===== config.mk =====
export PLATFORM = sky130hd
export DESIGN_NAME = oss_ctrl
export DESIGN_NICKNAME = d
export VERILOG_FILES = /design/src/hdl/oss_pkg.sv /design/src/hdl/oss_sync.sv /design/src/hdl/oss_ctrl.sv
export VERILOG_INCLUDE_DIRS = /design/src /design/src/hdl
export SDC_FILE = /design/constraint.sdc
export NUM_CORES = 1
export LEC_CHECK = 0
export BUFFER_PORTS_ARGS = -buffer_cell sky130_fd_sc_hd__buf_2
export CAP_MARGIN = 15
export CELL_PAD_IN_SITES_DETAIL_PLACEMENT = 1
export CELL_PAD_IN_SITES_GLOBAL_PLACEMENT = 2
export CORE_MARGIN = 2
export CORE_UTILIZATION = 41
export DETAILED_ROUTE_END_ITERATION = 10
export PLACE_DENSITY = 0.9
export SKIP_LAST_GASP = 1
export SLEW_MARGIN = 30
export SYNTH_ARGS = -nofsm -noshare
export SYNTH_HDL_FRONTEND = slang
export SYNTH_SLANG_ARGS = --single-unit

===== constraint.sdc =====
create_clock -name core_clk -period 6 [get_ports core_clk]
set_clock_uncertainty 0.15 [all_clocks]
set_input_delay 0.3 -clock core_clk [delete_from_list [all_inputs] [get_ports core_clk]]
set_output_delay 0.3 -clock core_clk [all_outputs]
set_load 0.01 [all_outputs]

===== src/hdl/oss_defines.svh =====
// timing counts and encodings for the on/off switch cycle controller
`ifndef OSS_DEFINES_SVH
`define OSS_DEFINES_SVH
// core clock rate in khz, 250 mhz
`define OSS_CLK_KHZ 250000
// switching oscillator average rate in khz
`define OSS_OSC_KHZ 132
// core clocks per oscillator cycle, rounded down
`define OSS_OSC_DIV (`OSS_CLK_KHZ / `OSS_OSC_KHZ)
// maximum duty on-time in core clocks, a fraction of the cycle
`define OSS_DMAX_CLKS ((`OSS_OSC_DIV * 65) / 100)
// leading edge blanking time in ns
`define OSS_BLANK_NS 200
`define OSS_BLANK_CLKS ((`OSS_BLANK_NS * 250 + 999) / 1000)
// fault timeout and restart-off period in ms
`define OSS_FAULT_MS 50
`define OSS_OFF_MS 850
// counts in oscillator cycles
`define OSS_FAULT_CYC (`OSS_FAULT_MS * `OSS_OSC_KHZ)
`define OSS_OFF_CYC (`OSS_OFF_MS * `OSS_OSC_KHZ)
// current limit level codes, 3 is full limit
`define OSS_LIM_FULL 2'h3
`define OSS_LIM_LOWEST 2'h0
`endif


===== src/hdl/oss_pkg.sv =====
// types for the on/off switch cycle controller
package oss_pkg;
  // auto-restart supervisor states
  typedef enum logic [1:0]
  {
    OSS_ST_WAIT = 2'b00,
    OSS_ST_RUN = 2'b01,
    OSS_ST_OFF = 2'b10
  } oss_state_t;
endpackage : oss_pkg


===== src/hdl/oss_sync.sv =====
// two-flop synchroniser for asynchronous level inputs
`timescale 1ns/1ps
`default_nettype none
module oss_sync #(
  parameter int WIDTH = 1
) (
  // clock and reset
  input wire logic core_clk,
  input wire logic resetn,
  // levels
  input wire logic [WIDTH-1:0] async_in,
  output logic [WIDTH-1:0] sync_out
);
  logic [WIDTH-1:0] meta; // first stage, read only by second
  // ****************************************
  // two stages, nothing else looks at meta
  // ****************************************
  always_ff @(posedge core_clk)
  begin
    if (!resetn)
    begin
      meta <= '0;
      sync_out <= '0;
    end
    else
    begin
      meta <= async_in;
      sync_out <= meta;
    end
  end
endmodule : oss_sync
`default_nettype wire


===== src/hdl/oss_ctrl.sv =====
// cycle-by-cycle on/off switching controller core
`timescale 1ns/1ps
`default_nettype none
`include "oss_defines.svh"
// Functional notes
// - over-current ends pulse for rest of cycle
// - lower current limit stepwise at lighter load
// - blank over-current comparator after turn-on
// - fault counter cleared when enable low while running
// - 50 ms without low: off 850 ms
// - alternate on and off while fault persists
// - under-voltage freezes restart off counter
// - start only with line current above 50uA, or below 2uA with no line resistor
// - tiny line current disables under-voltage function
// - turn switch on at cycle start
// - off at current limit or max duty
// - a started cycle completes unless supply is lost
// - enable high runs cycle, limit by load
// - free oscillator gives cycle clock, max duty
// - sample enable only at cycle start
// - supply undervoltage 4.8 V off, 5.8 V on
module oss_ctrl #(
  parameter int OSC_DIV = `OSS_OSC_DIV,
  parameter int DMAX_CLKS = `OSS_DMAX_CLKS,
  parameter int BLANK_CLKS = `OSS_BLANK_CLKS,
  parameter int FAULT_CYC = `OSS_FAULT_CYC,
  parameter int OFF_CYC = `OSS_OFF_CYC
) (
  // clock and reset
  input wire logic core_clk,
  input wire logic resetn,
  // analog comparator levels, asynchronous
  input wire logic enable_undervoltage_input, // high: < 240uA drawn
  input wire logic line_above_50ua, // line sense current > 50uA
  input wire logic line_above_2ua, // line resistor present
  input wire logic supply_above_5v8, // internal supply high threshold
  input wire logic supply_above_4v8, // internal supply low threshold
  // one comparator per current limit level, bit i trips at level i
  input wire logic [3:0] over_current,
  // power switch gate and status
  output logic switch_on,
  output logic [1:0] current_limit_level,
  output logic max_duty_signal,
  output logic cycle_start,
  output logic restart_off
);
  // ****************************************
  // elaboration checks
  // ****************************************
  if (OSC_DIV < 8 || DMAX_CLKS >= OSC_DIV || BLANK_CLKS >= DMAX_CLKS)
    $error("oss_ctrl: bad cycle timing parameters");
  if (FAULT_CYC < 2 || OFF_CYC < 2)
    $error("oss_ctrl: bad restart counts");

  localparam int PW = $clog2(OSC_DIV);
  localparam int FW = $clog2(FAULT_CYC > OFF_CYC ? FAULT_CYC : OFF_CYC) + 1;

  // ****************************************
  // synchronised inputs
  // ****************************************
  logic [8:0] raw_in; // all pin levels together
  logic [8:0] syn_in; // after two flops
  assign raw_in = {over_current, supply_above_4v8, supply_above_5v8,
    line_above_2ua, line_above_50ua, enable_undervoltage_input};
  oss_sync #(.WIDTH(9)) u_sync (
    .core_clk(core_clk),
    .resetn(resetn),
    .async_in(raw_in),
    .sync_out(syn_in)
  );
  wire en_s = syn_in[0];
  wire line_50_s = syn_in[1];
  wire line_2_s = syn_in[2];
  wire sup_hi_s = syn_in[3];
  wire sup_lo_s = syn_in[4];
  wire [3:0] oc_s = syn_in[8:5];

  // ****************************************
  // oscillator: cycle phase counter
  // ****************************************
  logic [PW-1:0] phase; // core clocks into cycle
  wire cyc_end = (phase == PW'(OSC_DIV - 1));
  wire [PW-1:0] next_phase = cyc_end ? '0 : phase + 1'b1;
  wire next_dmax = (next_phase < PW'(DMAX_CLKS)); // on-time window
  // free running, never gated
  always_ff @(posedge core_clk)
  begin
    if (!resetn)
      phase <= '0;
    else
      phase <= next_phase;
  end

  // ****************************************
  // supply undervoltage hysteresis
  // ****************************************
  logic supply_ok; // off below 4.8 V until 5.8 V again
  wire next_supply_ok = supply_ok ? sup_lo_s : sup_hi_s;
  always_ff @(posedge core_clk)
  begin
    if (!resetn)
      supply_ok <= 1'b0;
    else
      supply_ok <= next_supply_ok;
  end

  // ****************************************
  // line undervoltage, ignored without resistor
  // ****************************************
  wire line_uv = line_2_s && !line_50_s;
  wire line_ok = !line_uv; // start gate

  // ****************************************
  // auto-restart supervisor
  // ****************************************
  oss_pkg::oss_state_t state;
  oss_pkg::oss_state_t next_state;
  logic [FW-1:0] fcnt; // oscillator cycles, fault or off time
  logic [FW-1:0] next_fcnt;
  wire fault_done = (fcnt >= FW'(FAULT_CYC - 1));
  wire off_done = (fcnt >= FW'(OFF_CYC - 1));
  wire sample_en = en_s; // level at cycle start
  // decisions only at cycle boundary, once per oscillator cycle
  always_comb
  begin
    next_state = state;
    next_fcnt = fcnt;
    unique case (state)
      oss_pkg::OSS_ST_WAIT:
      begin
        // power-up: need supply and line
        next_fcnt = '0;
        if (supply_ok && line_ok)
          next_state = oss_pkg::OSS_ST_RUN;
      end
      oss_pkg::OSS_ST_RUN:
      begin
        if (!sample_en)
          next_fcnt = '0; // feedback active clears fault count
        else if (fault_done)
        begin
          next_state = oss_pkg::OSS_ST_OFF;
          next_fcnt = '0;
        end
        else
          next_fcnt = fcnt + 1'b1;
      end
      oss_pkg::OSS_ST_OFF:
      begin
        if (line_uv)
          next_fcnt = fcnt; // frozen while line low
        else if (off_done)
        begin
          next_state = oss_pkg::OSS_ST_RUN; // retry period
          next_fcnt = '0;
        end
        else
          next_fcnt = fcnt + 1'b1;
      end
      default:
      begin
        next_state = oss_pkg::OSS_ST_WAIT;
        next_fcnt = '0;
      end
    endcase
    if (!supply_ok)
      next_state = oss_pkg::OSS_ST_WAIT;
  end
  always_ff @(posedge core_clk)
  begin
    if (!resetn)
    begin
      state <= oss_pkg::OSS_ST_WAIT;
      fcnt <= '0;
    end
    else if (cyc_end)
    begin
      state <= next_state;
      fcnt <= next_fcnt;
    end
  end

  // ****************************************
  // current limit state machine, sample history
  // ****************************************
  logic [3:0] history; // last four run_cycle decisions, bit0 newest
  logic [1:0] level; // active limit level
  logic [2:0] ones; // enabled count in history
  always_comb
  begin
    ones = 3'h0;
    for (int i = 0; i < 4; i++)
      ones = ones + {2'h0, history[i]};
  end
  // many skips mean lighter load, so lower the limit
  wire [1:0] next_level = (ones >= 3'h3) ? `OSS_LIM_FULL :
    (ones == 3'h2) ? 2'h2 : (ones == 3'h1) ? 2'h1 : `OSS_LIM_LOWEST;
  // enable-sampled and allowed to run this cycle
  wire run_cycle = sample_en && supply_ok &&
    (next_state == oss_pkg::OSS_ST_RUN);

  // ****************************************
  // pulse generation
  // ****************************************
  logic [PW-1:0] on_age; // clocks since turn-on
  wire blanked = (on_age < PW'(BLANK_CLKS));
  wire oc_trip = oc_s[level] && !blanked;
  // end on limit or duty, whichever first
  wire pulse_stop = oc_trip || !next_dmax;
  always_ff @(posedge core_clk)
  begin
    if (!resetn)
    begin
      switch_on <= 1'b0;
      on_age <= '0;
      history <= 4'h0;
      level <= `OSS_LIM_FULL;
      cycle_start <= 1'b0;
      max_duty_signal <= 1'b0;
    end
    else
    begin
      cycle_start <= cyc_end;
      max_duty_signal <= next_dmax;
      if (cyc_end)
      begin
        // enable looked at only here
        history <= {history[2:0], run_cycle};
        level <= next_level;
        switch_on <= run_cycle;
        on_age <= '0;
      end
      else if (switch_on)
      begin
        on_age <= on_age + 1'b1;
        // only limit, duty or supply loss end the pulse, not enable
        if (pulse_stop || !supply_ok)
          switch_on <= 1'b0; // stays off to cycle end
      end
    end
  end

  // ****************************************
  // registered status outputs
  // ****************************************
  // follow the state on the very edge it moves, so the off flag never
  // overlaps the first pulse after a retry
  wire next_restart_off = cyc_end ? (next_state == oss_pkg::OSS_ST_OFF) :
    (state == oss_pkg::OSS_ST_OFF);
  always_ff @(posedge core_clk)
  begin
    if (!resetn)
    begin
      current_limit_level <= `OSS_LIM_FULL;
      restart_off <= 1'b0;
    end
    else
    begin
      current_limit_level <= level;
      restart_off <= next_restart_off;
    end
  end
  // the feedback side owns regulation; we only sample it
endmodule : oss_ctrl
`default_nettype wire


==> impl_metrics.csv <==
group,metric,value,unit
timing,total_negative_setup_slacks,0,ps
timing,fmax,406.1,MHz
global_route,first_global_vias,2639,
die,io-pin-count,17,
timing,finalCritPeriodShare,0.4104,
timing,tightestPinTransition,802.7,ps
cells_and_area,layout.cells.most_common_list,"73 x dfxtp_1, 55 x nor2_1, 24 x nand2_1, 20 x and2_1",
critical_path,path_common_cell,"nand3_1",
global_route,grt_first_pass_wirelength,12220,um
clock_tree,htree_num_levels,3,
die,die_h,93.81,um
routing,dr_total_vias,2547,
global_route,antenna_violations_before_repair,0,
synthesis,synth_edf_count,0,
synthesis,yosysUniqueCellTypes,56,
routing,vias_per_cell,5.187,
routing,wl,7000,um
critical_path,setup.worst_path.start_class,"flip-flop",
critical_path,timing.critical_path.to_type,"flip-flop",
clock_tree,clock_insertion_delay_worst_skew,360,ps
cells_and_area,n_diodes,0,
cells_and_area,finish.net_count,405,
clock_tree,cts-root-to-sink-buffers,2,
min_path,hold_path.startpoint,"resetn",
critical_path,timing.setup.critical_path_class,"flip-flop to flip-flop",
placed_design,finalWeightedCongestion,0.7746,
synthesis,synth_ff_type,"dfxtp_1",
timing,finalWorstPathRequiredPeriod,2462,ps
min_path,min_path_type,"input port to flip-flop",
critical_path,crit_chain,"inv_1 -> ha_1 -> and4b_1 -> nand3_1 -> nand2_1 -> a21oi_1 -> nand3_1 -> o22ai_1",
placed_design,port_buffers,16,
synthesis,post_synth_instance_area,3307,um2
clock_tree,cts_made_buffers,9,
routing,drt_first_pass_iters,4,
die,die_width,93.81,um
clock_tree,cts-hold-fix-buffers,9,
placed_design,detailedPlacementHpwl,4736,um
critical_path,rr_worst_depth,8,
clock_tree,tritoncts_clock_tree,"yes",
critical_path,worst-r2r-setup-slack,3540,ps
cells_and_area,drive_above_1_share,0.1208,
synthesis,yosys_register_bits,73,
critical_path,critPathBufInv,1,
critical_path,worstReg2RegEnd,"switch_on$_SDFF_PN0_",
routing,wl_per_cell,14.26,um
power,worst_ir_drop_vdd,0.1797,mV
synthesis,syn-instance-count,361,
power,leakage_power,1.366,nW
timing,finalHoldWorstSlack,167.6,ps
global_route,congestion_overflow_gr,0,
die,die_area,8800,um2
synthesis,ys_warnings,0,
critical_path,cp_slowest_cell,"nand2_1",
global_route,gr-usage-all-layers,0.1767,
min_path,holdPathEnd,"level[1]$_SDFFE_PN1P_",
die,fp-row-count,32,
synthesis,share_of_async_settable_or_async_resettable_flops_after_synthesis,0,
routing,postRouteAntennaNets,0,
synthesis,synth.net_count,382,
critical_path,crit_required,6120,ps
clock_tree,post_cts_resized,0,
timing,finalMaxSlewViolations,0,
clock_tree,postCtsSetupBuffers,0,
routing,drtIter0Drc,53,
die,placeableCoreArea,7767,um2
timing,timing.slew.headroom,0.4636,
die,starting_utilization_of_the_core_area,0.4257,
critical_path,rr_startpoint,"phase[0]$_SDFF_PP0_",
min_path,worst_hold_path.num_cells,2,
timing,rsz_0062_raised_after_global_routing,"no",
clock_tree,cts-root-buf,"clkbuf_8",
routing,detail_route.drc_violations,0,
global_route,maximum_number_of_pins_on_one_net_before_global_route_repair,29,
run_status,run_status,"completed",
clock_tree,path_clk_slew,90,ps
synthesis,synth.avg_cell_area,9.160,um2
cells_and_area,mostFrequentLayoutCell,"dfxtp_1",
run,timing.max_cap.violations,0,
timing,timing.final.setup_violations,0,
timing,finalHoldViolCount,0,
critical_path,cell_family_with_most_cp_delay,"simple AND/OR/NAND/NOR gates",
power,powerDensity,252.5,nW/um2
critical_path,timing.critical_path.slowest_cell_delay,550,ps
critical_path,arrival_time_worst_endpoint,2590,ps
clock_tree,cts.sinks,73,
critical_path,path_max_fanout,22,
synthesis,synth-seq-area-share,0.4419,
cells_and_area,post_synthesis_to_final_layout_area_growth,13.05,%
## final cells by class
class	count	area, um2
clock buffers	9	123.9
clock inverters	7	83.83
fillers	938	4029
inverters	15	56.30
multi-input cells	260	1715
flip-flops and latches	73	1461
well taps	102	127.6
repair buffers	25	170.2
## logic make-up (layout without fill, tap and decap cells)
group / Yosys count / count (layout) / synth area share
adders and majority gates: 10 / 10 / 0.04011
AOI/OAI and AO/OA: 37 / 37 / 0.08778
and+or+nand+nor: 170 / 170 / 0.2705
xor gates and xnor gates: 36 / 36 / 0.09535
buffers and inverters: 28 / 56 / 0.03935
muxes: 7 / 7 / 0.02497
DFF: 73 / 73 / 0.4419
## per-stage QoR
step	power [mW]	util	area, um2	std cells	setup slack (ps)
3_3_place_gp	0.5362	0.4430	3441	466	3640
6_report	0.9441	0.4813	3739	491	3538
5_1_grt	0.9824	0.4813	3739	491	3228
3_5_place_dp	0.5376	0.4430	3441	466	3578
4_1_cts	0.9558	0.4813	3739	491	3509
2_1_floorplan	0.5290	-	3307	361	3841
## worst max-delay path by stage
stage | startpoint | to | slack [ps] | cells after the start
2_1_floorplan | fcnt[0]$_SDFFE_PN0P_ | switch_on$_SDFF_PN0_ | 3840 | 7
3_3_place_gp | fcnt[0]$_SDFFE_PN0P_ | switch_on$_SDFF_PN0_ | 3640 | 7
3_5_place_dp | phase[0]$_SDFF_PP0_ | switch_on$_SDFF_PN0_ | 3580 | 8
4_1_cts | phase[0]$_SDFF_PP0_ | switch_on$_SDFF_PN0_ | 3510 | 8
5_1_grt | phase[0]$_SDFF_PP0_ | switch_on$_SDFF_PN0_ | 3230 | 8
6_report | phase[0]$_SDFF_PP0_ | switch_on$_SDFF_PN0_ | 3540 | 8
## metal layers
metal  part of all wire  GRT usage  up-vias
li1                   -          -     1275
met1               0.46     0.2063     1231
met2               0.50     0.3095       31
met3              0.025    0.04334       10
met4              0.015    0.07005        0
met5                  0          0        -
## worst reg2reg max path, cell delays in order, from the launching register on
cell	delay, ps
dfxtp_1	430
inv_1	70
ha_1	180
and4b_1	220
nand3_1	260
nand2_1	550
a21oi_1	300
nand3_1	100
o22ai_1	120
## flip-flops by register name, summed over array words and instances (netlist names), 2 cells and up
| name | count |
|---|---|
| on_age | 11 |
| phase | 11 |
| state | 2 |
| level | 2 |
| current_limit_level | 2 |
| fcnt | 18 |
| u_sync.meta | 9 |
| history | 4 |
| u_sync.sync_out | 9 |
## Yosys cell counts (2+ instances only)
cell       instances  area [um2]
ha_1               9       112.6
xor2_1            18       157.7
nor4_1             4       25.02
o21ai_1            3       15.01
and4_1             2       17.52
clkbuf_1           5       18.77
or3_4              2       22.52
nand2_1           24       90.09
or4_1              2       15.01
o21ai_0            3       15.01
or3_1              3       18.77
nand2b_1           5       31.28
a21oi_1            7       35.03
inv_1             15       56.30
and3_1             7       43.79
buf_2              6       30.03
and2_1            20       125.1
nand3_1           16       80.08
nand4_1            8       50.05
mux2i_1            6       60.06
dfxtp_1           73        1461
nor2_1            55       206.5
o22ai_1            3       18.77
a31oi_1            3       18.77
nand3b_1           3       22.52
a2111oi_2          2       30.03
xnor2_1           18       157.7
a211oi_1           3       22.52
nor3_1             9       45.04
## where the power goes
group          leakage (nW)  internal [mW]  switching (mW)  total [mW]
Clock                 0.103          0.201           0.212       0.413
Sequential            0.593          0.493         0.00576       0.498
Combinational         0.670         0.0149          0.0177      0.0327
Total                  1.37          0.708           0.236       0.944
(Power assumes the default switching activity.)
